--- src/include/cfg_regs_pkg.sv ---
// constants for the pump, lock, pin mode and switch register bank
`default_nettype none
package cfg_regs_pkg;

  // ==========================================================
  // register offsets (serial port addresses)
  localparam logic [6:0] ADDR_HW_CFG2  = 7'h0F;
  localparam logic [6:0] ADDR_PIN_MODE = 7'h17;
  localparam logic [6:0] ADDR_SW_DUTY  = 7'h18;
  localparam logic [6:0] ADDR_SW_RATE  = 7'h1C;

  // ==========================================================
  // field positions inside the hardware config register
  localparam int PUMP_RATE_LSB = 5;  // three bits
  localparam int PEAK_BIT      = 4;
  localparam int SPREAD_LSB    = 2;  // two bits
  localparam int LOCK1_BIT     = 0;
  // bit 1 is reserved and never stored
  localparam logic [7:0] HW_CFG2_MASK = 8'hFD;

  // ==========================================================
  // power-on values
  localparam logic [7:0] HW_CFG2_POR  = 8'h40;
  localparam logic [2:0] PIN_MODE_POR = 3'h0;
  localparam logic [7:0] SW_DUTY_POR  = 8'h00;
  localparam logic [1:0] SW_RATE_POR  = 2'h0;

  // ==========================================================
  // pin mode codes
  localparam logic [2:0] MODE_FAIL_MAX = 3'h2;  // 000..010
  localparam logic [2:0] MODE_TIMER_HS = 3'h3;
  localparam logic [2:0] MODE_OFF      = 3'h4;
  localparam logic [2:0] MODE_WAKE     = 3'h5;
  localparam logic [2:0] MODE_PWM_LS   = 3'h6;
  localparam logic [2:0] MODE_PWM_HS   = 3'h7;

  // ==========================================================
  // timing
  localparam int CLK_MHZ       = 200;
  localparam int WAKE_FILT_US  = 16;
  localparam int WAKE_FILT_CYC = WAKE_FILT_US * CLK_MHZ;
  localparam int PWM_STEPS     = 255;
  localparam int PWM_HZ_F0     = 100;
  localparam int PWM_HZ_F1     = 200;
  localparam int PWM_HZ_F2     = 325;
  localparam int PWM_HZ_F3     = 400;
  localparam int STEP_CYC_F0 = (CLK_MHZ * 1000000) / (PWM_HZ_F0 * PWM_STEPS);
  localparam int STEP_CYC_F1 = (CLK_MHZ * 1000000) / (PWM_HZ_F1 * PWM_STEPS);
  localparam int STEP_CYC_F2 = (CLK_MHZ * 1000000) / (PWM_HZ_F2 * PWM_STEPS);
  localparam int STEP_CYC_F3 = (CLK_MHZ * 1000000) / (PWM_HZ_F3 * PWM_STEPS);

endpackage : cfg_regs_pkg
`default_nettype wire

--- src/hdl/config_lock_regs.sv ---
// register bank: pump, lock, pin mode and switch duty/rate
//
// Functional notes
// three-bit pump rate, 010 default 2.2 MHz
// one bit picks low or high threshold
// two-bit spread rate, 00 disables spreading
// reserved bits always read back zero
// level-1 lock freezes lockable bits until power-up
// lock engages on chip select rising edge
// lock survives soft reset, cleared at power-on
// locked registers keep values through soft reset
// restart keeps configured value, power-up loads default
// pin mode selects fail, timer, off, switches
// wake input mode uses 16 us filter
// pin mode restart value follows current mode
// wake pin is fail-safe wake source
// duty 00 off, FF on, else value/255
// new duty applies at period end
// host writes duty before enabling switch mode
// rate code selects 100/200/325/400 Hz
// new rate applies at period end
// hardware config powers up 40, bit1 clear
// duty, rate cleared; restart keeps duty, rate bit0
// level-0 lock freezes pin mode field
// written settings take effect on chip select rise
// locked writes ignored silently, old value read
// host never writes reserved pump rate codes
`default_nettype none
module config_lock_regs
  import cfg_regs_pkg::*;
#(
  // cycles per duty step for each rate code
  parameter int unsigned STEP_CYC0 = STEP_CYC_F0,
  parameter int unsigned STEP_CYC1 = STEP_CYC_F1,
  parameter int unsigned STEP_CYC2 = STEP_CYC_F2,
  parameter int unsigned STEP_CYC3 = STEP_CYC_F3
) (
  input  wire logic       CLOCK,           // 200 MHz
  input  wire logic       RESET,           // power-on, sync
  input  wire logic       RESTART,         // restart entry pulse
  input  wire logic       SOFT_RESET,      // soft reset pulse
  input  wire logic       FAIL_SAFE_MODE,  // device in fail-safe
  input  wire logic       LEVEL0_LOCK,     // level-0 lock bit
  input  wire logic       CHIP_SELECT_N,   // serial select pin
  input  wire logic       FRAME_VALID,     // decoded frame pulse
  input  wire logic       FRAME_WRITE,     // frame is a write
  input  wire logic [6:0] FRAME_ADDR,      // register address
  input  wire logic [7:0] FRAME_DATA,      // write data byte
  input  wire logic       MPP_PIN_IN,      // multi-purpose pin
  output logic [7:0]      READ_DATA,       // read answer byte
  output logic [2:0]      PUMP_SWITCH_RATE_SEL,
  output logic            REGULATOR_PEAK_THRESHOLD_SEL,
  output logic [1:0]      SPREAD_MODULATION_RATE,
  output logic            LEVEL1_LOCKED,
  output logic [2:0]      PIN_MODE,
  output logic            FAIL_OUTPUT_EN,
  output logic            TIMER_SWITCH_EN,
  output logic            WAKE_INPUT_EN,
  output logic            HIGH_SIDE_SWITCH_ON,
  output logic            LOW_SIDE_SWITCH_ON,
  output logic            WAKE_EVENT,
  output logic            FAIL_SAFE_WAKE
);

  // ==========================================================
  // declarations
  logic       cs_s1_r;      // first stage, feeds cs_s2_r only
  logic       cs_s2_r;      // synchronised select
  logic       cs_d_r;       // delayed copy for edge detect
  logic       mpp_s1_r;     // first stage, feeds mpp_s2_r only
  logic       mpp_s2_r;     // synchronised pin level
  logic       cs_rise;      // end of a frame
  logic       pend_valid_r; // a write waits for select rise
  logic [6:0] pend_addr_r;
  logic [7:0] pend_data_r;
  logic [7:0] hw2_r;        // pump, threshold, spread, lock
  logic [2:0] pin_mode_r;
  logic [7:0] duty_r;
  logic [1:0] rate_r;
  logic [7:0] read_data_r;
  logic [7:0] rd_val;       // read mux output
  logic       lock1;        // level-1 lock engaged
  logic       cfg_reset;    // restart or soft reset
  logic       commit;       // pending write lands now
  logic       hw2_we;
  logic       pin_we;
  logic       duty_we;
  logic       rate_we;
  logic       pwm_run;
  logic       pwm_on;
  logic       wake_en;
  logic [11:0] filt_cnt_r;  // wake filter stability count
  logic       mpp_filt_r;   // filtered pin level
  logic       wake_evt_r;
  logic       fs_wake_r;
  logic       fail_out_r;
  logic       timer_en_r;
  logic       wake_en_r;
  logic       hs_on_r;
  logic       ls_on_r;

  // ==========================================================
  // helpers
  // timer and switch modes fall back to off on restart; the rest keep
  function automatic logic [2:0] pin_restart(input logic [2:0] m);
    if (m == MODE_TIMER_HS || m == MODE_PWM_LS || m == MODE_PWM_HS)
      return MODE_OFF;
    return m;
  endfunction : pin_restart

  // ==========================================================
  // synchronisers for the select and multi-purpose pins
  always_ff @(posedge CLOCK) begin
    if (RESET) begin
      cs_s1_r  <= 1'b1;
      cs_s2_r  <= 1'b1;
      cs_d_r   <= 1'b1;
      mpp_s1_r <= 1'b0;
      mpp_s2_r <= 1'b0;
    end else begin
      cs_s1_r  <= CHIP_SELECT_N;
      cs_s2_r  <= cs_s1_r;
      cs_d_r   <= cs_s2_r;
      mpp_s1_r <= MPP_PIN_IN;
      mpp_s2_r <= mpp_s1_r;
    end
  end

  // low to high on select closes the frame
  assign cs_rise = cs_s2_r & ~cs_d_r;

  // ==========================================================
  // pending write, held until the frame ends
  // one slot is enough: a frame carries one register
  always_ff @(posedge CLOCK) begin
    if (RESET) begin
      pend_valid_r <= 1'b0;
      pend_addr_r  <= 7'h00;
      pend_data_r  <= 8'h00;
    end else if (cfg_reset) begin
      pend_valid_r <= 1'b0;  // writes lost across a reset
    end else if (FRAME_VALID && FRAME_WRITE) begin
      pend_valid_r <= 1'b1;
      pend_addr_r  <= FRAME_ADDR;
      pend_data_r  <= FRAME_DATA;
    end else if (cs_rise) begin
      pend_valid_r <= 1'b0;
    end
  end

  // ==========================================================
  // write strobes
  assign cfg_reset = RESTART | SOFT_RESET;
  assign lock1     = hw2_r[LOCK1_BIT];
  assign commit    = cs_rise & pend_valid_r & ~cfg_reset;
  // locked targets simply drop the write, no error flag
  assign hw2_we  = commit & (pend_addr_r == ADDR_HW_CFG2)
                   & ~lock1;
  assign pin_we  = commit & (pend_addr_r == ADDR_PIN_MODE)
                   & ~LEVEL0_LOCK;
  assign duty_we = commit & (pend_addr_r == ADDR_SW_DUTY);
  assign rate_we = commit & (pend_addr_r == ADDR_SW_RATE);

  // ==========================================================
  // hardware config: pump rate, threshold, spread, lock
  // restart and soft reset leave it alone; bit 1 never stored,
  // so the restart value with bit 1 clear holds by itself
  always_ff @(posedge CLOCK) begin
    if (RESET) begin
      hw2_r <= HW_CFG2_POR;
    end else if (hw2_we) begin
      hw2_r <= pend_data_r & HW_CFG2_MASK;
    end
  end

  // field outputs straight from the register
  assign PUMP_SWITCH_RATE_SEL = hw2_r[PUMP_RATE_LSB +: 3];
  assign REGULATOR_PEAK_THRESHOLD_SEL = hw2_r[PEAK_BIT];
  assign SPREAD_MODULATION_RATE = hw2_r[SPREAD_LSB +: 2];
  assign LEVEL1_LOCKED = lock1;

  // ==========================================================
  // pin mode field
  always_ff @(posedge CLOCK) begin
    if (RESET) begin
      pin_mode_r <= PIN_MODE_POR;
    end else if (cfg_reset) begin
      pin_mode_r <= pin_restart(pin_mode_r);
    end else if (pin_we) begin
      pin_mode_r <= pend_data_r[2:0];
    end
  end

  // ==========================================================
  // duty and rate: cleared by soft reset without restart; restart keeps duty and rate bit 0, clears rate bit 1
  always_ff @(posedge CLOCK) begin
    if (RESET || (SOFT_RESET && !RESTART)) begin
      duty_r <= SW_DUTY_POR;
    end else if (duty_we) begin
      duty_r <= pend_data_r;
    end
  end

  always_ff @(posedge CLOCK) begin
    if (RESET || (SOFT_RESET && !RESTART)) begin
      rate_r <= SW_RATE_POR;
    end else if (RESTART) begin
      rate_r <= {1'b0, rate_r[0]};
    end else if (rate_we) begin
      rate_r <= pend_data_r[1:0];
    end
  end

  // ==========================================================
  // read path: committed values, reserved bits as zero
  always_comb begin
    rd_val = 8'h00;  // unmapped address
    if (FRAME_ADDR == ADDR_HW_CFG2) begin
      rd_val = hw2_r & HW_CFG2_MASK;
    end else if (FRAME_ADDR == ADDR_PIN_MODE) begin
      rd_val = {5'h00, pin_mode_r};
    end else if (FRAME_ADDR == ADDR_SW_DUTY) begin
      rd_val = duty_r;
    end else if (FRAME_ADDR == ADDR_SW_RATE) begin
      rd_val = {6'h00, rate_r};
    end
  end

  // answer latched with the frame, held until the next one
  always_ff @(posedge CLOCK) begin
    if (RESET) begin
      read_data_r <= 8'h00;
    end else if (FRAME_VALID) begin
      read_data_r <= rd_val;
    end
  end

  assign READ_DATA = read_data_r;
  assign PIN_MODE  = pin_mode_r;

  // ==========================================================
  // pulse-width generator
  assign pwm_run = (pin_mode_r == MODE_PWM_LS)
                 | (pin_mode_r == MODE_PWM_HS);

  switch_pwm_gen #(
    .STEP0 (STEP_CYC0),
    .STEP1 (STEP_CYC1),
    .STEP2 (STEP_CYC2),
    .STEP3 (STEP_CYC3)
  ) u_pwm (
    .clk    (CLOCK),
    .rst    (RESET),
    .run    (pwm_run),
    .duty   (duty_r),
    .rate   (rate_r),
    .pwm_on (pwm_on)
  );

  // ==========================================================
  // mode decode to pin drivers
  assign wake_en = (pin_mode_r == MODE_WAKE);

  always_ff @(posedge CLOCK) begin
    if (RESET) begin
      fail_out_r <= 1'b1;  // power-on mode is fail output
      timer_en_r <= 1'b0;
      wake_en_r  <= 1'b0;
      hs_on_r    <= 1'b0;
      ls_on_r    <= 1'b0;
    end else begin
      fail_out_r <= (pin_mode_r <= MODE_FAIL_MAX);
      timer_en_r <= (pin_mode_r == MODE_TIMER_HS);
      wake_en_r  <= wake_en;
      hs_on_r    <= (pin_mode_r == MODE_PWM_HS) && pwm_on;
      ls_on_r    <= (pin_mode_r == MODE_PWM_LS) && pwm_on;
    end
  end

  assign FAIL_OUTPUT_EN      = fail_out_r;
  assign TIMER_SWITCH_EN     = timer_en_r;
  assign WAKE_INPUT_EN       = wake_en_r;
  assign HIGH_SIDE_SWITCH_ON = hs_on_r;
  assign LOW_SIDE_SWITCH_ON  = ls_on_r;

  // ==========================================================
  // static wake filter: a new level must hold the full time
  // short glitches restart the count, so they never wake
  always_ff @(posedge CLOCK) begin
    if (RESET) begin
      filt_cnt_r <= 12'h000;
      mpp_filt_r <= 1'b0;
      wake_evt_r <= 1'b0;
    end else if (!wake_en || mpp_s2_r == mpp_filt_r) begin
      filt_cnt_r <= 12'h000;
      mpp_filt_r <= wake_en ? mpp_filt_r : mpp_s2_r;
      wake_evt_r <= 1'b0;
    end else if (filt_cnt_r == 12'(WAKE_FILT_CYC - 1)) begin
      filt_cnt_r <= 12'h000;
      mpp_filt_r <= mpp_s2_r;
      wake_evt_r <= 1'b1;
    end else begin
      filt_cnt_r <= filt_cnt_r + 12'h001;
      wake_evt_r <= 1'b0;
    end
  end

  // fail-safe wake follows the filtered event
  always_ff @(posedge CLOCK) begin
    if (RESET) begin
      fs_wake_r <= 1'b0;
    end else begin
      fs_wake_r <= wake_en && FAIL_SAFE_MODE
                   && mpp_s2_r != mpp_filt_r
                   && filt_cnt_r == 12'(WAKE_FILT_CYC - 1);
    end
  end

  assign WAKE_EVENT     = wake_evt_r;
  assign FAIL_SAFE_WAKE = fs_wake_r;
endmodule : config_lock_regs
`default_nettype wire

--- src/hdl/switch_pwm_gen.sv ---
// pulse-width timing generator for the multi-purpose switch
`default_nettype none
module switch_pwm_gen
  import cfg_regs_pkg::*;
#(
  parameter int unsigned STEP0 = STEP_CYC_F0,
  parameter int unsigned STEP1 = STEP_CYC_F1,
  parameter int unsigned STEP2 = STEP_CYC_F2,
  parameter int unsigned STEP3 = STEP_CYC_F3
) (
  input  wire logic       clk,
  input  wire logic       rst,
  input  wire logic       run,
  input  wire logic [7:0] duty,
  input  wire logic [1:0] rate,
  output logic            pwm_on
);

  logic [23:0] tick_r;      // cycles inside one duty step
  logic [7:0]  step_r;      // step index, 0..254
  logic [7:0]  duty_act_r;  // duty of the running period
  logic [1:0]  rate_act_r;  // rate of the running period
  logic        pwm_on_r;
  logic [23:0] step_len;
  logic        step_end;
  logic        wrap;        // last cycle of a period

  // ==========================================================
  // step length from the active rate code
  assign step_len = (rate_act_r == 2'h0) ? 24'(STEP0) :
                    (rate_act_r == 2'h1) ? 24'(STEP1) :
                    (rate_act_r == 2'h2) ? 24'(STEP2) : 24'(STEP3);
  assign step_end = (tick_r == step_len - 24'h1);
  assign wrap     = step_end && (step_r == 8'(PWM_STEPS - 1));
  assign pwm_on   = pwm_on_r;

  // step and tick counters, parked while not running
  always_ff @(posedge clk) begin
    if (rst || !run) begin
      tick_r <= 24'h0;
      step_r <= 8'h00;
    end else if (step_end) begin
      tick_r <= 24'h0;
      step_r <= wrap ? 8'h00 : step_r + 8'h01;
    end else begin
      tick_r <= tick_r + 24'h1;
    end
  end

  // new settings only at a period boundary or while idle
  always_ff @(posedge clk) begin
    if (rst) begin
      duty_act_r <= SW_DUTY_POR;
      rate_act_r <= SW_RATE_POR;
    end else if (!run || wrap) begin
      duty_act_r <= duty;
      rate_act_r <= rate;
    end
  end

  // on while step below duty: 00 never, FF always
  always_ff @(posedge clk) begin
    if (rst) begin
      pwm_on_r <= 1'b0;
    end else begin
      pwm_on_r <= run && (step_r < duty_act_r);
    end
  end
endmodule : switch_pwm_gen
`default_nettype wire

--- config.mk ---
export PLATFORM = sky130hd
export DESIGN_NAME = config_lock_regs
export DESIGN_NICKNAME = d
export VERILOG_FILES = /design/src/include/cfg_regs_pkg.sv /design/src/hdl/config_lock_regs.sv /design/src/hdl/switch_pwm_gen.sv
export SDC_FILE = /design/constraint.sdc
export NUM_CORES = 1
export LEC_CHECK = 0
export BUFFER_PORTS_ARGS = -buffer_cell sky130_fd_sc_hd__buf_2
export CORE_UTILIZATION = 36
export DETAILED_ROUTE_END_ITERATION = 8
export PLACE_DENSITY = 0.54
export RECOVER_POWER = 50
export SETUP_SLACK_MARGIN = 0.02
export SLEW_MARGIN = 20
export SYNTH_ARGS = -nofsm -noshare
export SYNTH_HDL_FRONTEND = slang
export SYNTH_SLANG_ARGS = --single-unit
export TNS_END_PERCENT = 30
--- constraint.sdc ---
create_clock -name CLOCK -period 5.3 [get_ports CLOCK]
set_clock_uncertainty 0.15 [all_clocks]
set_input_delay 1.06 -clock CLOCK [delete_from_list [all_inputs] [get_ports CLOCK]]
set_output_delay 1.06 -clock CLOCK [all_outputs]
set_load 0.02 [all_outputs]
==> impl_metrics.json, run 1 <==
{
  "rrSetupSlack_ns": 2.33,
  "finalSetupViolCount": 0,
  "n_fill_cell": 1372,
  "setup_ws_ns": 1.513,
  "synth.most_common_cell": "dfxtp_1",
  "post-route-util_pct": 42.18,
  "clk_latency_ns": 0.35,
  "clock-root-buffer": "clkbuf_16",
  "rows": 42,
  "gr-usage-all-layers_pct": 15.20,
  "regArea_mm2": 0.002242,
  "yosysWarnings": 0,
  "rr_worst_depth": 7,
  "drc": 0,
  "final_antenna_net_count": 0,
  "hp-class": "register to register",
  "min_period_ns": 3.787,
  "drt-pass1-iter-count": 4,
  "critPathLaunch": "RESET",
  "vias": 3808,
  "cp-end-kind": "register",
  "ys_types": 51,
  "grt_pass1_vias": 3623,
  "rr_startpoint": "u_pwm.rate_act_r[0]",
  "synth_top_cell_by_area": "dfxtp_1",
  "wire_per_inst_um": 12.81,
  "drv_slew": 66,
  "dp.cells": 769,
  "ios": 50,
  "hold_viol_final": 0,
  "min_from": "cs_s1_r",
  "whs_path_depth": 1,
  "netlist_top_cells_area": "dfxtp_1 (45%), nor2_1 (6.0%), mux2i_1 (5.4%), ha_1 (4.7%), nand2_1 (4.0%)",
  "worstSetupPathType": "input pin to register",
  "clock-sinks": 112,
  "start_util_pct": 37.39,
  "cts_buffers": 9,
  "place_congestion": 0.8360,
  "max_slew.worst_pin.slew_ns": 2.660,
  "synth_area_mm2": 0.005010,
  "dpl_cell_area_mm2": 0.005390,
  "power.total_mw": 1.584,
  "slew_headroom_pct": -77.36,
  "peakVddDrop_uv": 165.9,
  "grt_remaining_overflow": 0,
  "ys.flop_type": "dfxtp_1",
  "fin_area_mm2": 0.005652,
  "synth-edff-count": 0,
  "core-area_mm2": 0.01340,
  "outcome": "finished, violations left",
  "dieArea_mm2": 0.01439,
  "cp_max_fo": 65,
  "clockBufferDepth": 2,
  "io_buffers": 49,
  "grt_pass1_wl_um": 17420,
  "setup_tns_ns": 0,
  "drt_iter0_drc": 156,
  "cap_viol_max_count": 1,
  "synth-seq-cells": 112,
  "place_hpwl_um": 7213,
  "avgSynthCellArea_um2": 8.898,
  "post-route-period-util_pct": 71.45,
  "die_h_um": 120.0,
  "violations": "max-capacitance violations, max-slew violations",
  "dieWidth_um": 120.0,
  "holdBufCountCts": 0,
  "antenna_found_initial": 0,
  "timing.fmax_ghz": 0.2641,
  "worstReg2RegEnd": "u_pwm.tick_r[22]",
  "rsz0062_at_grt": "no",
  "cellPowerDensity_mw_per_mm2": 280.2,
  "syn-instance-count": 563,
  "drt_wl_total_um": 10060,
  "pre_cts_ws_ns": 2.203,
  "multi_input_area_mm2": 0.002589,
  "area_growth_pct": 12.81,
  "grt_max_degree": 66,
  "synthArstFlopShare_pct": 0,
  "antenna_cells": 0,
  "whs_ns": 0.2607,
  "cts_tree": "done",
  "synth-seq-area-share_pct": 44.76,
  "synth_top_cell_area_share_pct": 44.76,
  "cp.arrival_ns": 3.87,
  "drive_gt1_share_pct": 9.031,
  "stdcell_count": 785,
  "htreeDepth": 3,
  "cts_setup_buffers": 0,
  "cts.clk_slew.worst_paths_ns": 0.07,
  "crit_path_start_kind": "input pin",
  "min_to": "cs_s2_r",
  "syn_nets": 607,
  "vias_per_cell": 4.851,
  "p_leak_nw": 1.854,
  "final_nets": 648,
  "cts_resized": 0,
  "worstPathRequired_ns": 5.38,
  "synthTopCellsByCount": "dfxtp_1 (112), nor2_1 (80), nand2_1 (54)"
}
[metal layers]
| metal | GRT usage [%] | share of wire [%] |
|---|---|---|
| met1 | 20.72 | 52 |
| met2 | 23.20 | 43 |
| met3 | 3.802 | 3.6 |
| met4 | 5.156 | 1.2 |
| met5 | 0 | 0 |
[flip-flops by register name, indices dropped and copies added, names as in the netlist, 3 cells and up]
signal,flops
PIN_MODE,3
READ_DATA,8
duty_r,8
filt_cnt_r,12
hw2_r,7
pend_addr_r,7
pend_data_r,8
u_pwm.duty_act_r,8
u_pwm.step_r,8
u_pwm.tick_r,24
[layout make-up]
cell class / count / share of cell area, %
inverter: 23 / 1.528
timing repair buffer: 50 / 3.830
clock inverter: 6 / 1.218
tap: 176 / 3.896
clock buffer: 10 / 4.051
multi-input combinational: 408 / 45.80
sequential: 112 / 39.67
[placed cells by master, fill, tap and decap left out, types with 11 or more instances in the layout]
master / n
nand2_1: 54
xnor2_1: 18
clkbuf_1: 28
a21oi_1: 28
mux2i_1: 27
nand4_1: 11
buf_2: 23
dfxtp_1: 112
ha_1: 19
nand2b_1: 25
nand3_1: 20
inv_1: 23
xor2_1: 20
nor2_1: 80
[worst max-delay path by stage]
stage | endpoint | cells after the start | slack, ns
floorplan | READ_DATA[0] | 5 | 2.53
global placement | hw2_r[6] | 6 | 2.30
detailed placement | PIN_MODE[2] | 6 | 2.20
CTS | u_pwm.tick_r[6] | 8 | 2.28
global route | filt_cnt_r[5] | 6 | 1.13
finish | filt_cnt_r[5] | 6 | 1.51
[logic make-up after synthesis]
logic type	share of synthesized area (%)
and+or+nand+nor	26.12
DFF	44.76
AOI/OAI and AO/OA	8.766
buffers and inverters	3.571
xor gates and xnor gates	6.643
muxes	5.395
adders and majority gates	4.745
[critical path: stages]
cell and delay, ns:
clkbuf_1 0.13, clkbuf_1 1.90, nor2_1 0.23, nand2_1 0.22
or2_2 0.25, nor2_1 0.07
[where the power goes]
group | internal, mW | switching, mW | total [mW] | leakage (nW)
registers | 0.848 | 0.00506 | 0.853 | 0.905
logic | 0.0186 | 0.0297 | 0.0484 | 0.806
clock network | 0.370 | 0.313 | 0.682 | 0.143
Note: power is estimated with default switching activity, not from simulation.
==> run 2, diff against run 1 <==
--- a/config.mk
+++ b/config.mk
@@ -5,10 +5,11 @@
 export SDC_FILE = /design/constraint.sdc
 export NUM_CORES = 1
 export LEC_CHECK = 0
+export ABC_AREA = 1
 export BUFFER_PORTS_ARGS = -buffer_cell sky130_fd_sc_hd__buf_2
 export CORE_UTILIZATION = 36
 export DETAILED_ROUTE_END_ITERATION = 8
-export PLACE_DENSITY = 0.54
+export PLACE_DENSITY = 0.56
 export RECOVER_POWER = 50
 export SETUP_SLACK_MARGIN = 0.02
 export SLEW_MARGIN = 20
==> constraint.sdc (replaced) <==
create_clock -name CLOCK -period 3.2 [get_ports CLOCK]
set_clock_uncertainty 0.15 [all_clocks]
set_input_delay 0.64 -clock CLOCK [delete_from_list [all_inputs] [get_ports CLOCK]]
set_output_delay 0.64 -clock CLOCK [all_outputs]
set_load 0.02 [all_outputs]
==> run 2 against run 1 <==
Compared with the run above:
- the run now ends clean
- combinational power grew 79%
- total power grew 68%
- hold slack gained 0.0049 ns
- cell area grew 13%
- cell count grew 36%
- synthesized cell count grew 44%
- count of clock-buffer cells in the layout is the same
- global-route usage grew 2.4 points
- largest power group unchanged
==> impl_metrics.json, run 2 <==
{
  "outcome": "complete, no violations",
  "start_util_pct": 37.30,
  "die_h_um": 128.2,
  "drv_slew": 0,
  "clock-root-buffer": "clkbuf_16",
  "setup_ws_ns": 0.5939,
  "post-route-period-util_pct": 81.44,
  "synth_top_cell_area_share_pct": 39.11,
  "core-area_mm2": 0.01537,
  "finalSetupViolCount": 0,
  "ys.flop_type": "dfxtp_1",
  "dieWidth_um": 128.2,
  "critPathLaunch": "RESET",
  "drive_gt1_share_pct": 9.144,
  "synthTopCellsByCount": "nand2_1 (148), dfxtp_1 (112), inv_1 (112)",
  "top_register": "u_pwm.tick_r",
  "vias": 5044,
  "cts_setup_buffers": 0,
  "clk_latency_ns": 0.36,
  "clockBufferDepth": 2,
  "setup_tns_ns": 0,
  "synth-seq-cells": 112,
  "synth.most_common_cell": "nand2_1",
  "antenna_cells": 0,
  "drt_wl_total_um": 13360,
  "final_antenna_net_count": 0,
  "final_cell_mix": "nand2_1 (148), dfxtp_1 (112), inv_1 (112)",
  "p_leak_nw": 2.541,
  "final_common_cell": "nand2_1",
  "rrSetupSlack_ns": 0.61,
  "cp.arrival_ns": 2.75,
  "cp_max_fo": 27,
  "vias_per_cell": 4.741,
  "min_period_ns": 2.606,
  "ios": 50,
  "max_slew.worst_pin.slew_ns": 1.085,
  "peakVddDrop_uv": 249.7,
  "holdBufCountCts": 0,
  "reg.largest.list": "u_pwm.tick_r x24, filt_cnt_r x12",
  "slew_headroom_pct": 27.69,
  "hp-class": "register to register",
  "synth_top_cell_by_area": "dfxtp_1",
  "crit_path_end": "pend_data_r[2]",
  "grt_max_degree": 28,
  "drt-pass1-iter-count": 5,
  "final_nets": 892,
  "cts_resized": 0,
  "worstReg2RegEnd": "u_pwm.tick_r[14]",
  "worstSetupPathType": "input pin to register",
  "syn_nets": 852,
  "hold_viol_final": 0,
  "cts.clk_slew.worst_paths_ns": 0.08,
  "crit_path_start_kind": "input pin",
  "netlist_top_cells_area": "dfxtp_1 (39%), nand2_1 (9.7%), inv_1 (7.3%), nor2_1 (7.1%), a21oi_1 (5.3%)",
  "cellPowerDensity_mw_per_mm2": 415.6,
  "antenna_found_initial": 0,
  "rr_startpoint": "u_pwm.rate_act_r[0]",
  "ys_types": 48,
  "rows": 45,
  "wire_per_inst_um": 12.55,
  "drt_iter0_drc": 248,
  "rr_worst_depth": 9,
  "cap_viol_max_count": 0,
  "grt_pass1_vias": 4646,
  "area_growth_pct": 11.74,
  "io_buffers": 49,
  "synth-seq-area-share_pct": 39.11,
  "grt_remaining_overflow": 0,
  "synth_area_mm2": 0.005733,
  "grt_pass1_wl_um": 22880,
  "synth-edff-count": 0,
  "cts_buffers": 9,
  "yosysWarnings": 0,
  "syn-instance-count": 808,
  "clock-sinks": 112,
  "gr-usage-all-layers_pct": 17.56,
  "htreeDepth": 3,
  "timing.fmax_ghz": 0.3837,
  "rsz0062_at_grt": "no",
  "drc": 0,
  "avgSynthCellArea_um2": 7.095,
  "cts_tree": "done",
  "cp-end-kind": "register",
  "pre_cts_ws_ns": 0.6256,
  "synthArstFlopShare_pct": 0,
  "worstPathRequired_ns": 3.34,
  "largest_reg_flops": 24,
  "dieArea_mm2": 0.01643,
  "place_congestion": 0.8669,
  "place_hpwl_um": 10040
}
==> run 2: cell types whose count changed after synthesis, moves of 11 or more <==
| cell | change |
|---|---|
| a21oi_1 | +33 |
| inv_1 | +89 |
| mux2i_1 | -27 |
| nand2_1 | +94 |
| nand2b_1 | -24 |
| nand3_1 | +26 |
| nor2_1 | +29 |
| o21ai_0 | +23 |
| xnor2_1 | -11 |
==> run 2: worst min-delay path by stage <==
| stage | to | slack [ns] | startpoint | cells past startpoint |
|---|---|---|---|---|
| after floorplan | mpp_s2_r | 0.24 | mpp_s1_r | 2 |
| after global placement | cs_s2_r | 0.24 | cs_s1_r | 1 |
| after detailed placement | cs_s2_r | 0.25 | cs_s1_r | 1 |
| after CTS | cs_s2_r | 0.27 | cs_s1_r | 1 |
| after global routing | cs_s2_r | 0.29 | cs_s1_r | 1 |
| final | cs_s2_r | 0.27 | cs_s1_r | 1 |
==> run 2: logic make-up after synthesis <==
logic type               Yosys count  synth area share [%]
AND/OR/NAND/NOR                  388                 31.36
buffers and inverters            145                 10.08
AO/OA/AOI/OAI                    123                 12.09
flip-flops                       112                 39.11
XOR/XNOR                          21                 3.208
adder cells (fa/ha/maj)           19                 4.147
==> run 2: layout make-up <==
cell class / instances / area (um2)
Clock buffer: 10 / 239.0
Sequential cell: 112 / 2242
Clock inverter: 6 / 63.81
Fill cell: 1617 / 8965
Multi-Input combinational cell: 551 / 2904
Tap cell: 211 / 264.0
Inverter: 121 / 454.2
Timing Repair Buffer: 53 / 239.0
==> run 2: metal layers <==
| layer | global-route usage (%) | share of wire (%) | routed length, um |
|---|---|---|---|
| met1 | 24.38 | 51 | 6827 |
| met2 | 27.09 | 43 | 5807 |
| met3 | 3.798 | 3.9 | 515 |
| met4 | 5.190 | 1.5 | 206 |
| met5 | 0 | 0 | 0 |
==> run 2: power breakdown <==
group	internal (mW)	switching, mW	total, mW
Clock	0.579	0.583	1.16
Combinational	0.0298	0.0566	0.0864
Sequential	1.41	0.00851	1.41
==> run 2: through the flow <==
stage	util [%]	area [um2]	hold WS [ns]	power [mW]	instances
after global routing	41.68	6406	0.2902	2.771	1064
final	41.68	6406	0.2656	2.663	1064
after CTS	41.97	6451	0.2702	2.701	1064
after detailed placement	40.00	6148	0.2502	1.536	1048
after floorplan	-	5733	0.2383	1.498	808
after global placement	40.00	6148	0.2447	1.537	1048
==> run 2: critical path: stages <==
cell and delay [ns]:
clkbuf_1 0.32, inv_1 0.51, clkbuf_1 0.86, o21ai_0 0.23, a21oi_1 0.17
